### config.mk
export PLATFORM = sky130hd
export DESIGN_NAME = ccpwm_unit
export DESIGN_NICKNAME = d
export VERILOG_FILES = /design/src/core/ccpwm_pkg.sv /design/src/core/ccpwm_unit.sv
export VERILOG_INCLUDE_DIRS = /design/src /design/src/core
export SDC_FILE = /design/constraint.sdc
export NUM_CORES = 1
export LEC_CHECK = 0
export BUFFER_PORTS_ARGS = -buffer_cell sky130_fd_sc_hd__buf_4
export CELL_PAD_IN_SITES_DETAIL_PLACEMENT = 1
export CELL_PAD_IN_SITES_GLOBAL_PLACEMENT = 1
export CORE_MARGIN = 1
export CORE_UTILIZATION = 45
export CTS_BUF_LIST = sky130_fd_sc_hd__clkbuf_4 sky130_fd_sc_hd__clkbuf_8 sky130_fd_sc_hd__clkbuf_16
export DETAILED_ROUTE_END_ITERATION = 12
export PLACE_DENSITY_LB_ADDON = 0.1
export REMOVE_ABC_BUFFERS = 1
export SYNTH_ARGS = -nofsm -noshare
export SYNTH_HDL_FRONTEND = slang
export SYNTH_SLANG_ARGS = --single-unit
### constraint.sdc
create_clock -name pclk -period 10.9 [get_ports pclk]
set_clock_uncertainty 0.1 [all_clocks]
set_input_delay 2.18 -clock pclk [delete_from_list [all_inputs] [get_ports pclk]]
set_output_delay 2.18 -clock pclk [all_outputs]
set_load 0.01 [all_outputs]
### src/core/ccpwm_map.svh
// Purpose: Offsets, field positions, reset values and step clock count of the unit
// Assumes: APB byte addresses, one 32-bit word per register
// Notes: Definitions only
`ifndef CCPWM_MAP_SVH
`define CCPWM_MAP_SVH
// Register byte offsets
`define CCPWM_OFS_CTRL 8'h00
`define CCPWM_OFS_VAL_LO 8'h04
`define CCPWM_OFS_VAL_HI 8'h08
`define CCPWM_OFS_DUTY 8'h0C
`define CCPWM_OFS_PERIOD 8'h10
`define CCPWM_OFS_PSC 8'h14
`define CCPWM_OFS_TB1 8'h18
`define CCPWM_OFS_TB2 8'h1C
`define CCPWM_OFS_CONV 8'h20
`define CCPWM_OFS_STS 8'h24
`define CCPWM_OFS_MSK 8'h28
// Field positions
`define CCPWM_CONV_GO 0
`define CCPWM_STS_UNIT 0
`define CCPWM_STS_PWM 1
// Reset values
`define CCPWM_RST_CTRL 8'h00
`define CCPWM_RST_VALUE 16'h0000
`define CCPWM_RST_DUTY 8'h00
`define CCPWM_RST_PERIOD 8'hFF
`define CCPWM_RST_PSC 4'h0
// Oscillator periods per time-base step at prescale 1:1
`define CCPWM_STEP_CLKS 4
`endif

### src/core/ccpwm_pkg.sv
// Purpose: Types shared by the capture, compare and pulse-width unit
// Assumes: Nothing beyond the map header
// Notes: Mode codes sit in the low nibble of the control register
package ccpwm_pkg;
   typedef enum logic [3:0] {
      CCPWM_OFF = 4'b0000,
      CCPWM_CAP_FALL = 4'b0100,
      CCPWM_CAP_RISE = 4'b0101,
      CCPWM_CMP_SET = 4'b1000,
      CCPWM_CMP_CLR = 4'b1001,
      CCPWM_CMP_INT = 4'b1010,
      CCPWM_CMP_SPEC = 4'b1011,
      CCPWM_PWM = 4'b1100
   } ccpwm_mode_e;
   // Control register layout
   typedef struct packed {
      logic [1:0] spare;
      logic [1:0] duty_lsb;
      logic [3:0] mode;
   } ccpwm_ctrl_s;
   // Unit pin as two signals
   typedef struct packed {
      logic out;
      logic oe;
   } ccpwm_pin_s;
endpackage

### src/core/ccpwm_unit.sv
// Purpose: Capture, compare and pulse-width unit with APB registers
// Assumes: pclk is the oscillator; conv_done comes from pclk logic
// Notes: One wait state on every APB access
// Functional notes
// RULE_01: Special-event match raises interrupt, starts conversion
// RULE_02: Special-event match clears time base, sets go
// RULE_03: Control pattern 00001011 selects special-event mode
// RULE_04: 16-bit time base, step 4 clocks times prescale
// RULE_05: PWM period is limit plus one steps
// RULE_06: Duty is ten bits, LSBs from control 5:4
// RULE_07: Control holds mode and duty LSBs together
// RULE_08: Capture latches time base on chosen edge
// RULE_09: Compare match raises unit interrupt
// RULE_10: Mode may change live; one function at once
// RULE_11: Unit flag sticky until software clears it
`include "ccpwm_map.svh"
module ccpwm_unit import ccpwm_pkg::*; #(
   parameter int TB_W = 16,
   parameter int PER_W = 8
) (
   input wire logic pclk,
   input wire logic presetn,
   input wire logic psel,
   input wire logic penable,
   input wire logic pwrite,
   input wire logic [7:0] paddr,
   input wire logic [31:0] pwdata,
   output logic [31:0] prdata,
   output logic pready,
   output logic pslverr,
   input wire logic unit_pin_in,
   output logic unit_pin_out,
   output logic unit_pin_oe,
   output logic conv_start,
   input wire logic conv_done,
   output logic irq
);
   // Logic below is written for these widths only
   if (TB_W != 16 || PER_W != 8) begin : g_chk
      $error("ccpwm_unit supports TB_W=16 and PER_W=8 only");
   end

   ccpwm_ctrl_s ctrl_q;
   logic [15:0] value_q;
   logic [7:0] duty_q;
   logic [7:0] period_q;
   logic [3:0] psc_q;
   logic [15:0] tb1_q;
   logic [7:0] tb2_q;
   logic [1:0] fine_q;
   logic [9:0] duty_lat_q;
   logic [4:0] c_cnt_q;
   logic [3:0] p_cnt_q;
   logic conv_q;
   logic [1:0] sts_q;
   logic [1:0] msk_q;
   logic [1:0] sts_d;
   logic sync1_q, sync2_q, sync3_q;
   ccpwm_pin_s pin_q;
   logic irq_q, pready_q, pslverr_q;
   logic [31:0] prdata_q;
   logic acc, wr, tick1, tq, hit, cap_ev, unit_ev, pwm_wrap;
   logic wr_ctrl, wr_tb1, wr_sts;
   logic cmp_mode, cap_mode, spec_mode, pwm_mode;
   logic [9:0] pos_q, pos_d, lat_d;

   // Pclk cycles per capture step, minus one
   function automatic logic [4:0] cap_last(input logic [1:0] sel);
      logic [5:0] n;
      n = 6'(`CCPWM_STEP_CLKS) << sel;
      return 5'(n - 6'h01);
   endfunction

   // Pclk cycles per PWM quarter step, minus one (1, 4, 16)
   function automatic logic [3:0] pwm_last(input logic [1:0] sel);
      logic [3:0] r;
      r = 4'h0;
      unique case (sel)
         2'b00: r = 4'h0;
         2'b01: r = 4'h3;
         2'b10: r = 4'hF;
         2'b11: r = 4'hF;
      endcase
      return r;
   endfunction

   // Register address match used by writes
   function automatic logic is_wr(input logic [7:0] ofs);
      return wr && paddr == ofs;
   endfunction

   // Mode decode follows the control register at once
   assign cap_mode = ctrl_q.mode inside {CCPWM_CAP_FALL, CCPWM_CAP_RISE};
   assign cmp_mode = ctrl_q.mode[3:2] == 2'b10; // RULE_10
   assign spec_mode = ctrl_q.mode == CCPWM_CMP_SPEC;
   assign pwm_mode = ctrl_q.mode[3:2] == 2'b11;

   // APB access phase and committed write
   assign acc = psel && penable;
   assign wr = acc && pwrite && pready_q;

   // Named write strobes, so checks see plain sampled signals
   assign wr_ctrl = is_wr(`CCPWM_OFS_CTRL);
   assign wr_tb1 = is_wr(`CCPWM_OFS_TB1);
   assign wr_sts = is_wr(`CCPWM_OFS_STS);

   // APB answer: one wait state, then pready for a single cycle
   always_ff @(posedge pclk or negedge presetn) begin
      if (!presetn) begin
         pready_q <= 1'b0;
         pslverr_q <= 1'b0;
         prdata_q <= 32'h0000_0000;
      end else begin
         pready_q <= acc && !pready_q;
         pslverr_q <= 1'b0;
         if (acc && !pready_q) begin
            prdata_q <= 32'h0000_0000;
            unique case (paddr)
               `CCPWM_OFS_CTRL: prdata_q[7:0] <= ctrl_q;
               `CCPWM_OFS_VAL_LO: prdata_q[7:0] <= value_q[7:0];
               `CCPWM_OFS_VAL_HI: prdata_q[7:0] <= value_q[15:8];
               `CCPWM_OFS_DUTY: prdata_q[7:0] <= duty_q;
               `CCPWM_OFS_PERIOD: prdata_q[7:0] <= period_q;
               `CCPWM_OFS_PSC: prdata_q[3:0] <= psc_q;
               `CCPWM_OFS_TB1: prdata_q[15:0] <= tb1_q;
               `CCPWM_OFS_TB2: prdata_q[7:0] <= tb2_q;
               `CCPWM_OFS_CONV: prdata_q[0] <= conv_q;
               `CCPWM_OFS_STS: prdata_q[1:0] <= sts_q;
               `CCPWM_OFS_MSK: prdata_q[1:0] <= msk_q;
               default: pslverr_q <= 1'b1; // Unmapped address
            endcase
         end
      end
   end

   // Software-only configuration registers
   always_ff @(posedge pclk or negedge presetn) begin
      if (!presetn) begin
         ctrl_q <= `CCPWM_RST_CTRL;
         duty_q <= `CCPWM_RST_DUTY;
         period_q <= `CCPWM_RST_PERIOD;
         psc_q <= `CCPWM_RST_PSC;
         msk_q <= 2'h0;
      end else begin
         if (is_wr(`CCPWM_OFS_CTRL))
            ctrl_q <= pwdata[7:0]; // RULE_03 RULE_07
         if (is_wr(`CCPWM_OFS_DUTY))
            duty_q <= pwdata[7:0];
         if (is_wr(`CCPWM_OFS_PERIOD))
            period_q <= pwdata[7:0];
         if (is_wr(`CCPWM_OFS_PSC))
            psc_q <= pwdata[3:0];
         if (is_wr(`CCPWM_OFS_MSK))
            msk_q <= pwdata[1:0];
      end
   end

   // Capture prescaler; tick1 marks one time-base step
   assign tick1 = c_cnt_q >= cap_last(psc_q[1:0]);
   always_ff @(posedge pclk or negedge presetn) begin
      if (!presetn)
         c_cnt_q <= 5'h00;
      else if (tick1)
         c_cnt_q <= 5'h00;
      else
         c_cnt_q <= c_cnt_q + 5'h01;
   end

   // Compare match is judged once per step, so it fires once
   assign hit = tick1 && cmp_mode && tb1_q == value_q; // RULE_09

   // Capture time base, free running; software write wins
   always_ff @(posedge pclk or negedge presetn) begin
      if (!presetn)
         tb1_q <= 16'h0000;
      else if (is_wr(`CCPWM_OFS_TB1))
         tb1_q <= pwdata[15:0];
      else if (hit && spec_mode)
         tb1_q <= 16'h0000; // RULE_02
      else if (tick1)
         tb1_q <= tb1_q + 16'h0001; // RULE_04
   end

   // Edge input: two flops, then a third only for edge history
   always_ff @(posedge pclk or negedge presetn) begin
      if (!presetn) begin
         sync1_q <= 1'b0;
         sync2_q <= 1'b0;
         sync3_q <= 1'b0;
      end else begin
         sync1_q <= unit_pin_in;
         sync2_q <= sync1_q;
         sync3_q <= sync2_q;
      end
   end

   // Edge polarity comes from the mode code
   assign cap_ev = cap_mode && (ctrl_q.mode[0] ? (sync2_q && !sync3_q)
                                : (!sync2_q && sync3_q)); // RULE_08

   // Value register; a capture beats a software write
   always_ff @(posedge pclk or negedge presetn) begin
      if (!presetn)
         value_q <= `CCPWM_RST_VALUE;
      else if (cap_ev)
         value_q <= tb1_q; // RULE_08
      else if (is_wr(`CCPWM_OFS_VAL_LO))
         value_q[7:0] <= pwdata[7:0];
      else if (is_wr(`CCPWM_OFS_VAL_HI))
         value_q[15:8] <= pwdata[7:0];
   end

   // Conversion go bit: special event beats write beats done
   always_ff @(posedge pclk or negedge presetn) begin
      if (!presetn)
         conv_q <= 1'b0;
      else if (hit && spec_mode)
         conv_q <= 1'b1; // RULE_01 RULE_02
      else if (is_wr(`CCPWM_OFS_CONV))
         conv_q <= pwdata[`CCPWM_CONV_GO];
      else if (conv_done)
         conv_q <= 1'b0;
   end

   // PWM quarter-step prescaler, idle outside PWM mode
   assign tq = p_cnt_q >= pwm_last(psc_q[3:2]);
   always_ff @(posedge pclk or negedge presetn) begin
      if (!presetn)
         p_cnt_q <= 4'h0;
      else if (!pwm_mode || tq)
         p_cnt_q <= 4'h0;
      else
         p_cnt_q <= p_cnt_q + 4'h1;
   end

   // Position is time base plus two quarter bits, 4 per step
   assign pos_q = {tb2_q, fine_q};
   assign pwm_wrap = pwm_mode && tq && pos_q == {period_q, 2'b11}; // RULE_05

   // Next position and duty; new duty only starts a period
   always_comb begin
      pos_d = pos_q;
      lat_d = duty_lat_q;
      if (!pwm_mode) begin
         pos_d = 10'h000;
      end else if (pwm_wrap) begin
         pos_d = 10'h000;
         lat_d = {duty_q, ctrl_q.duty_lsb}; // RULE_06 RULE_07
      end else if (tq) begin
         pos_d = pos_q + 10'h001;
      end
   end

   // PWM time base and latched duty
   always_ff @(posedge pclk or negedge presetn) begin
      if (!presetn) begin
         tb2_q <= 8'h00;
         fine_q <= 2'b00;
         duty_lat_q <= 10'h000;
      end else begin
         tb2_q <= pos_d[9:2]; // RULE_05
         fine_q <= pos_d[1:0];
         duty_lat_q <= lat_d;
      end
   end

   // Pin: PWM level, or compare set/clear on match
   always_ff @(posedge pclk or negedge presetn) begin
      if (!presetn) begin
         pin_q <= '0;
      end else begin
         pin_q.oe <= pwm_mode || ctrl_q.mode inside
                     {CCPWM_CMP_SET, CCPWM_CMP_CLR};
         if (pwm_mode)
            pin_q.out <= pos_d < lat_d; // RULE_06
         else if (hit && ctrl_q.mode == CCPWM_CMP_SET)
            pin_q.out <= 1'b1;
         else if (hit && ctrl_q.mode == CCPWM_CMP_CLR)
            pin_q.out <= 1'b0;
         else if (!cmp_mode)
            pin_q.out <= 1'b0;
      end
   end

   // Sticky flags: a new event wins over a same-cycle clear
   assign unit_ev = hit || cap_ev; // RULE_01 RULE_09
   always_comb begin
      sts_d = sts_q;
      if (is_wr(`CCPWM_OFS_STS))
         sts_d = sts_q & ~pwdata[1:0];
      sts_d[`CCPWM_STS_UNIT] = sts_d[`CCPWM_STS_UNIT] || unit_ev; // RULE_11
      sts_d[`CCPWM_STS_PWM] = sts_d[`CCPWM_STS_PWM] || pwm_wrap;
   end

   // Level interrupt from registered flags and mask
   always_ff @(posedge pclk or negedge presetn) begin
      if (!presetn) begin
         sts_q <= 2'h0;
         irq_q <= 1'b0;
      end else begin
         sts_q <= sts_d;
         irq_q <= |(sts_d & (is_wr(`CCPWM_OFS_MSK) ? pwdata[1:0] : msk_q));
      end
   end

   assign prdata = prdata_q;
   assign pready = pready_q;
   assign pslverr = pslverr_q;
   assign unit_pin_out = pin_q.out;
   assign unit_pin_oe = pin_q.oe;
   assign conv_start = conv_q;
   assign irq = irq_q;
endmodule // ccpwm_unit

Word-level counts from Yosys, hierarchy flattened
Cells that the tools add are included.

Logic and storage cells: 139. Output and inout bits: 38. Bits in registers: 118.

Reductions and logical operators: 45. Equality and inequality tests: 24. Add/sub/neg operators: 5. Magnitude comparators: 3. Shifts and indexed selects: 1. Bitwise logic cells: 3. Muxes and demuxes: 32.

Operators by type and width (count): $mux 16 (4); $mux 10 (5); $eq 8x5->1 const B (4); $mux 8 (4); $pmux 4 s7 (1); $eq 8x6->1 const B (3); $logic_and 1x1->1 (24); $add 16x1->16 const B (1); $eq 16x16->1 (1); $eq 8x4->1 const B (2); $pmux 2 s8 (1); $eq 4x4->1 const B (3); $pmux 4 s3 (1); $pmux 1 s11 (1); $reduce_or 11->1 (1); $add 10x1->10 const B (1); $eq 10x10->1 (1); $lt 10x10->1 (1); $mux 1 (10); $pmux 1 s10 (1); $eq 2x2->1 const B (4); $eq 4x3->1 const B (2); $eq 8x3->1 const B (1); $logic_not 8->1 (1); other kinds (21) (35).

Logic depth before layout (Yosys ltp)
Gate-level depths: netlist of the first run.

Depth in word-level cells: 10. Gate-level depth with buffers: 16. Gate-level depth less buffers: 15.

Worst setup path before layout of the first run
OpenSTA, ideal clock, no wires.

Path type: input port to flip-flop. Start: in paddr[2]. End: reg value_q[10]. Library setup time: 127 ps. Required time: 10673 ps. Stages on the path: 9. Data arrival time: 3636 ps. Slack: 7037 ps. Path through: buf_4 nor4b_4 and3_1 buf_4 nand3_2 nor2b_1 buf_6 a222oi_1 inv_1.

Cells in the longest elaborated chain, start to end: 4.

RTL lines: from (decl) (line ccpwm_unit.sv:26) `input wire logic [7:0] paddr,`; $eq 8x3->1 / $eq 8x4->1 (equally long branches) (line ccpwm_unit.sv:89) `return wr && paddr == ofs;`; $logic_and 1x1->1 (line ccpwm_unit.sv:89); $ne 2x2->1 (no source line) / $reduce_bool 2->1 (equally long branches); $reduce_and 2->1 (no source line) *; to (signal assigned) (line ccpwm_unit.sv:204) `` value_q <= `CCPWM_RST_VALUE; ``; to (signal assigned) (line ccpwm_unit.sv:206) `value_q <= tb1_q;`; to (signal assigned) (line ccpwm_unit.sv:210) `value_q[15:8] <= pwdata[7:0];`; to (decl) (line ccpwm_unit.sv:44) `logic [15:0] value_q;`.

Every way passes the cells marked *; elsewhere a longest branch is shown, timed or not. A chain may end at the register's enable or synchronous reset.

Worst setup path in the final report of the first run
Start: in paddr[5]. End: reg tb1_q[0].

Cells in the longest elaborated chain, start to end: 3.

RTL lines: $eq 8x5->1 * (line ccpwm_unit.sv:89); $logic_and 1x1->1 * (line ccpwm_unit.sv:89); $reduce_bool 3->1 (no source line) / $mux 16 (equally long branches); to (signal assigned) (line ccpwm_unit.sv:177) `tb1_q <= pwdata[15:0];`; to (signal assigned) (line ccpwm_unit.sv:181) `tb1_q <= tb1_q + 16'h0001;`; to (decl) (line ccpwm_unit.sv:48) `logic [15:0] tb1_q;`.

Marks and branches as above.

==> results of run 1 <==
-- sequential cells by signal (all words and copies together), names as in the netlist, 4 cells and up --
register    cells
psc_q           4
tb1_q          16
value_q        16
p_cnt_q         4
duty_lat_q     10
duty_q          8
c_cnt_q         5
period_q        8
ctrl_q          8
tb2_q           8
prdata         16
-- worst paths after layout --
kind | startpoint | end | slack (ns) | depth (start not counted)
setup / recovery | paddr[5] | tb1_q[0]$_DFFE_PN0P_ | 6.36 | 6
hold reg to reg | sync1_q$_DFF_PN0_ | sync2_q$_DFF_PN0_ | 0.25 | 0
hold / removal | sync1_q$_DFF_PN0_ | sync2_q$_DFF_PN0_ | 0.25 | 0
max in group asynchronous | presetn | tb1_q[7]$_DFFE_PN0P_ | 7.66 | 2
setup reg to reg | psc_q[2]$_DFFE_PN0P_ | unit_pin_out$_DFFE_PN0P_ | 6.48 | 15
min in group asynchronous | presetn | p_cnt_q[3]$_DFF_PN0_ | 1.66 | 1
-- cell type report --
type,instances,area share [%]
Multi-Input combinational cell,488,43.5
Sequential cell,118,38.8
Clock buffer,22,6.30
Timing Repair Buffer,57,5.60
Tap cell,184,3.01
Inverter,30,1.47
Clock inverter,10,1.34
-- synthesized netlist by cell type (all sizes together), types with 5 or more instances --
| cell type | n | area share [%] |
|---|---|---|
| inv | 30 | 1.7 |
| clkbuf | 25 | 1.4 |
| nor2b | 5 | 0.47 |
| and2 | 6 | 0.56 |
| a22oi | 11 | 1.2 |
| a31oi | 20 | 1.9 |
| nand2 | 70 | 3.9 |
| and3 | 9 | 0.85 |
| nand3 | 28 | 2.2 |
| mux2i | 21 | 3.2 |
| nand3b | 5 | 0.56 |
| a21oi | 26 | 2.0 |
| nor3 | 32 | 2.5 |
| nor2 | 35 | 2.0 |
| nor4b | 5 | 1.2 |
| nand4 | 8 | 0.75 |
| dfstp | 8 | 3.2 |
| o21ai | 37 | 2.8 |
| ha | 20 | 3.8 |
| a222oi | 10 | 1.5 |
| xnor2 | 29 | 3.8 |
| xor2 | 7 | 0.92 |
| a221oi | 14 | 1.8 |
| mux2 | 32 | 5.4 |
| dfrtp | 110 | 41 |
| buf | 33 | 3.4 |
-- routing by layer --
metal	share of wire, %	global-route usage (%)	up-vias
met3	5.7	5.17	17
met4	1.2	8.96	0
met1	46	39.0	2788
li1	-	-	2482
met5	0	0	-
met2	47	43.3	188
-- cells in the final DEF (no fill, tap or decap), types with 21 or more instances in the layout --
cell | Yosys | final
dfrtp_1 | 110 | 110
nand2_1 | 70 | 70
buf_4 | 21 | 57
o21ai_0 | 36 | 36
nor2_1 | 35 | 35
mux2_2 | 32 | 32
inv_1 | 30 | 30
nor3_1 | 31 | 30
xnor2_1 | 29 | 29
nand3_1 | 27 | 27
a21oi_1 | 26 | 26
mux2i_1 | 21 | 21
-- where the power goes --
| group | switching [mW] | total (mW) | internal (mW) | leakage (nW) |
|---|---|---|---|---|
| logic | 0.0778 | 0.127 | 0.0492 | 1.75 |
| clock network | 0.200 | 0.557 | 0.356 | 0.296 |
| registers | 0.0377 | 0.499 | 0.461 | 1.49 |
-- per-stage QoR --
step | cell area [um^2] | util (%) | instances | setup WS, ns | hold WS, ns
after detailed placement | 7060 | 48.8 | 877 | 6.02 | 0.242
after global placement | 7060 | 48.8 | 877 | 6.08 | 0.237
final | 7640 | 52.8 | 909 | 6.36 | 0.248
after CTS | 7640 | 52.8 | 909 | 6.41 | 0.252
after global routing | 7640 | 52.8 | 909 | 6.22 | 0.278
after floorplan | 6390 | - | 636 | 6.58 | 0.231
-- cells by family (layout without fill, tap and decap cells) --
| logic type | count (synthesis) | after routing | share of synthesized area, % |
|---|---|---|---|
| AND/OR/NAND/NOR | 223 | 223 | 17.5 |
| AO/OA/AOI/OAI | 140 | 140 | 14.3 |
| flip-flops | 118 | 118 | 44.5 |
| buffers and inverters | 88 | 119 | 6.54 |
| multiplexers | 53 | 53 | 8.57 |
| XOR/XNOR | 36 | 36 | 4.74 |
| adder cells (fa/ha/maj) | 20 | 20 | 3.76 |
| other | 1 | 16 | 0.0563 |
==> results.ini, run 1 <==
[clocking]
cts_hold_buffers = 0
h-tree-depth = 4
ctsLongestPathBuffers = 2
clock-root-buffer = clkbuf_16
cts_sinks = 118
cts_tree = done
cts_setup_buffers = 0
post_cts_resize_count = 0
clk_pin_slew_ns = 0.05
insertion_delay_ns = 0.42
cts_buffers = 17

[sta]
slew_violations = 0
tns_ns = 0
max_freq_ghz = 0.220
min_period_ns = 4.54
rsz0062_at_grt = false
setup_viol_count_final = 0
final_hold_viol_count = 0
fin_crit_sh_pct = 41.6
slew_headroom_pct = 33.1
worst_pin_slew_ns = 0.999

[power]
vdd_ir_drop_max_mv = 0.103
p_leak_nw = 3.54
power_mw = 1.18
powerDensity_mw_per_mm2 = 155

[setup_path]
cp-end-kind = flop
path_class = in2reg
cp_max_fo = 23
worstSetupStartpointType = input pin
path_cells = buf_4, nor3_1, and3_1, nand2_1, nor2_1, a21oi_1
crit_required_ns = 11.06
critPathTopFamily = simple AND/OR/NAND/NOR gates
crit_arrival_ns = 4.70
crit_buf_inv = 1
cpMaxStageDelayCell = nor3_1
slowest_delay_ns = 0.71

[route]
ant_nets = 0
via_count = 5475
drc_errors = 0
drt_iter0_drc = 475
wl_mm = 19.9
firstDrtPassIters = 6
via_per_inst = 6.02
drt-wirelength-per-cell_um = 21.9

[final_layout]
nets = 779
antenna_cells = 0
multi_input_area_mm2 = 0.00333
drive_above_1_share_pct = 19.9
area_growth_pct = 14.9
nFillCells = 1617
seqCellArea_mm2 = 0.00296

[synthesis]
syn_area_per_cell_um2 = 9.80
ys_async_sr_fraction_pct = 100
syn-instance-count = 679
ys.flop_type = dfrtp_1
synthesis.area_mm2 = 0.00666
synth_edf_count = 0
yosysUniqueCellTypes = 63
ys_warn_count = 0
seq_area_frac_synth_pct = 44.5
ys_ff_latch = 118

[floorplan]
initial_core_util_pct = 46.0
core_area_mm2 = 0.0145
rows = 44
io_pins = 85
die-area_mm2 = 0.0153
die_w_um = 124
die_y_um = 124

[grt]
antenna_found_initial = 0
gr-total-overflow = 0
grt_pass1_vias = 5669
grt_pass1_wl_mm = 31.4
grt_max_degree = 75
grt_usage_pct = 27.8

[placement]
hpwl_mm = 14.1
globalplace.congestion = 0.850
portBuffers = 52

[job]
cap_violations = 0

[outcome]
outcome = complete, no violations

[hold_path]
hold_path.class = reg2reg

Note: power is estimated with default switching activity, not from simulation.
==> inputs of run 2 (changes only) <==
ABC_AREA = 1   (was default)
CORE_UTILIZATION = 39   (was 45)
clock period = 3.72 ns   (was 10.9 ns; I/O delays follow)
==> results.ini, run 2 <==
[outcome]
outcome = complete, no violations  ; unchanged

[clocking]
insertion_delay_ns = 0.43  ; was 0.42 ns
cts_buffers = 17  ; unchanged
ctsLongestPathBuffers = 2  ; unchanged
cts_tree = done  ; unchanged
cts_setup_buffers = 0  ; unchanged
clk_pin_slew_ns = 0.06  ; was 0.05 ns
cts_sinks = 118  ; unchanged
clock-root-buffer = clkbuf_16  ; unchanged
h-tree-depth = 4  ; unchanged

[synthesis]
netlist_top_cells_area = dfrtp_1 (40%), nand2_1 (12%), inv_1 (6.4%)  ; was dfrtp_1 (41%), mux2_2 (5.4%), nand2_1 (3.9%)
synth_edf_count = 0  ; unchanged
seq_area_frac_synth_pct = 43.4  ; was 44.5%
synthesis.area_mm2 = 0.00683  ; was 0.00666 mm^2
yosysUniqueCellTypes = 48  ; was 63
synthTopCellsByCount = nand2_1 (220), inv_1 (116), dfrtp_1 (110), o21ai_0 (77), nor2_1 (67)  ; was dfrtp_1 (110), nand2_1 (70), o21ai_0 (36), nor2_1 (35), mux2_2 (32)
yosysMostFrequentCell = nand2_1  ; was dfrtp_1
yosys.area.top_type_share_pct = 40.3  ; was 41.4%
ys_ff_latch = 118  ; unchanged
synth_largest_area_cell = dfrtp_1  ; unchanged
syn_area_per_cell_um2 = 7.74  ; was 9.80 um^2
ys_warn_count = 0  ; unchanged
ys.flop_type = dfrtp_1  ; unchanged
syn-instance-count = 882  ; was 679
ys_async_sr_fraction_pct = 100  ; unchanged

[floorplan]
io_pins = 85  ; unchanged
die-area_mm2 = 0.0180  ; was 0.0153 mm^2
initial_core_util_pct = 39.7  ; was 46.0%
die_w_um = 134  ; was 124 um
rows = 48  ; was 44
core_area_mm2 = 0.0172  ; was 0.0145 mm^2
die_y_um = 134  ; was 124 um

[grt]
grt_pass1_wl_mm = 37.0  ; was 31.4 mm
antenna_found_initial = 0  ; unchanged
grt_pass1_vias = 6667  ; was 5,669
grt_usage_pct = 27.3  ; was 27.8%
grt_max_degree = 68  ; was 75
gr-total-overflow = 0  ; unchanged

[sta]
max_freq_ghz = 0.296
worst_pin_slew_ns = 0.820  ; was 0.999 ns
slew_headroom_pct = 45.2  ; was 33.1%
worst_slack_ns = 0.342  ; was 6.36 ns
min_period_ns = 3.38
tns_ns = 0  ; unchanged
rsz0062_at_grt = false  ; unchanged
setup_viol_count_final = 0  ; unchanged
final_hold_viol_count = 0  ; unchanged
fin_crit_sh_pct = 90.8
slew_violations = 0  ; unchanged

[placement]
hpwl_mm = 17.5  ; was 14.1 mm
place_ws_ns = 0.253  ; was 6.02 ns
portBuffers = 52  ; unchanged
globalplace.congestion = 0.920  ; was 0.850

[setup_path]
crit_required_ns = 3.92  ; was 11.06 ns
path_cells = nor2_1, inv_1, ha_1, o21bai_1, nand2_1, nand3_4, nand4_1, nor2_1, nand3_1, nor2_1, xor2_1, nor2_1, ha_1, nand2_1, inv_1, nand3_1, o211ai_1, nor2_1, nand2_1, nand3_1  ; was buf_4, nor3_1, and3_1, nand2_1, nor2_1, a21oi_1
r2r_slack_ns = 0.34  ; was 6.48 ns
path_class = reg2reg  ; was in2reg
cp-end-kind = flop  ; unchanged
crit_buf_inv = 2  ; was 1
cp_max_fo = 10  ; was 23
slowest_delay_ns = 0.41  ; was 0.71 ns
worstSetupStartpointType = flop  ; was input pin
cpMaxStageDelayCell = dfrtp_1  ; was nor3_1
critPathMostFrequentCell = nor2_1
critPathTopFamily = simple AND/OR/NAND/NOR gates  ; unchanged
crit_arrival_ns = 3.58  ; was 4.70 ns

[final_layout]
antenna_cells = 0  ; unchanged
area_growth_pct = 17.6  ; was 14.9%
final_common_cell = nand2_1  ; was dfrtp_1
drive_above_1_share_pct = 13.9  ; was 19.9%
nets = 1012  ; was 779
final_cell_mix = nand2_1 (220), inv_1 (116), dfrtp_1 (110), o21ai_0 (77), nor2_1 (67)  ; was dfrtp_1 (110), nand2_1 (70), buf_4 (57), o21ai_0 (36), nor2_1 (35)

[route]
wl_mm = 23.1  ; was 19.9 mm
drc_errors = 0  ; unchanged
ant_nets = 0  ; unchanged
drt_iter0_drc = 411  ; was 475
via_count = 6366  ; was 5,475
drt-wirelength-per-cell_um = 19.5  ; was 21.9 um
via_per_inst = 5.38  ; was 6.02
firstDrtPassIters = 5  ; was 6

[hold_path]
hold_path.class = in2async  ; was reg2reg

[job]
cap_violations = 0  ; unchanged

[power]
powerDensity_mw_per_mm2 = 388  ; was 155 mW/mm^2
comb_power_share_pct = 5.2  ; was 10.7%
switching_share_pct = 25.0  ; was 26.7%
internal_power_mw = 2.34  ; was 0.866 mW
p_clk_share_pct = 52.6  ; was 47.1%
vdd_ir_drop_max_mv = 0.334  ; was 0.103 mV
seq_power_share_pct = 42.2  ; about the same
p_leak_nw = 3.86  ; was 3.54 nW
switchingPower_mw = 0.780  ; was 0.316 mW

run 2: cell types whose count changed after synthesis, sizes merged, moves of 21 or more:
cell    delta
o22ai     +22
clkbuf    -21
o21ai     +46
nor2      +41
mux2i     -21
nand4     +22
mux2      -32
inv       +95
xnor2     -22
nand2    +154
run 2: what timing repair did:
action / in CTS / in global routing
gates resized for setup: 0 / 1
hold buffers: 0 / 0
endpoints found under the setup margin: 0 / 1
run 2: power by group through the flow:
stage                     sequential, mW  combinational, mW  clock (mW)
after detailed placement            1.34              0.163           0
after floorplan                     1.33             0.0714           0
after global placement              1.34              0.158           0
after global routing                1.32              0.181        1.71
final                               1.32              0.163        1.64
after CTS                           1.31              0.164        1.67
run 2: final timing paths:
kind                                      startpoint                  endpoint  cells past startpoint
worst max-delay path            psc_q[3]$_DFFE_PN0P_  unit_pin_out$_DFFE_PN0P_                     20
worst min-delay path                         presetn      p_cnt_q[0]$_DFF_PN0_                      1
worst max register to register  psc_q[3]$_DFFE_PN0P_  unit_pin_out$_DFFE_PN0P_                     20
worst min register to register     sync1_q$_DFF_PN0_         sync2_q$_DFF_PN0_                      0
max in group asynchronous                    presetn   period_q[0]$_DFFE_PN1P_                      2
min in group pclk                  sync1_q$_DFF_PN0_         sync2_q$_DFF_PN0_                      0
run 2: metal layers:
| metal | track usage [%] | routed length [um] | up-vias | part of all wire (%) |
|---|---|---|---|---|
| li1 | - | - | 3013 | - |
| met1 | 34.7 | 10000 | 3162 | 43 |
| met2 | 47.1 | 11700 | 161 | 51 |
| met3 | 4.50 | 912 | 30 | 4.0 |
| met4 | 9.11 | 428 | 0 | 1.9 |
| met5 | 0 | 0 | - | 0 |
run 2: cells by family (layout without fill, tap and decap cells):
family,after synthesis,in the layout,share of synthesized area (%)
buffers and inverters,156,217,9.64
xor gates and xnor gates,21,21,2.69
other,1,16,0.0549
DFF,118,118,43.4
AOI/OAI and AO/OA,168,168,14.3
and+or+nand+nor,398,398,26.2
adders and majority gates,20,20,3.67
run 2: cell type report:
| type | count | area, um^2 |
|---|---|---|
| fill | 2146 | 9150 |
| multi-input combinational | 623 | 3270 |
| sequential | 118 | 2960 |
| inverter | 126 | 473 |
| timing repair buffer | 59 | 455 |
| clock buffer | 17 | 425 |
| tap | 225 | 282 |
| clock inverter | 15 | 158 |
run 2: stage by stage:
step	cells	hold slack [ns]	power (mW)	util [%]	instance area, um^2
2_1_floorplan	867	0.231	1.40	-	6700
3_3_place_gp	1151	0.237	1.50	43.3	7430
3_5_place_dp	1151	0.244	1.50	43.3	7430
4_1_cts	1183	0.253	3.15	46.7	8020
5_1_grt	1183	0.264	3.21	46.7	8020
6_report	1183	0.256	3.12	46.7	8020
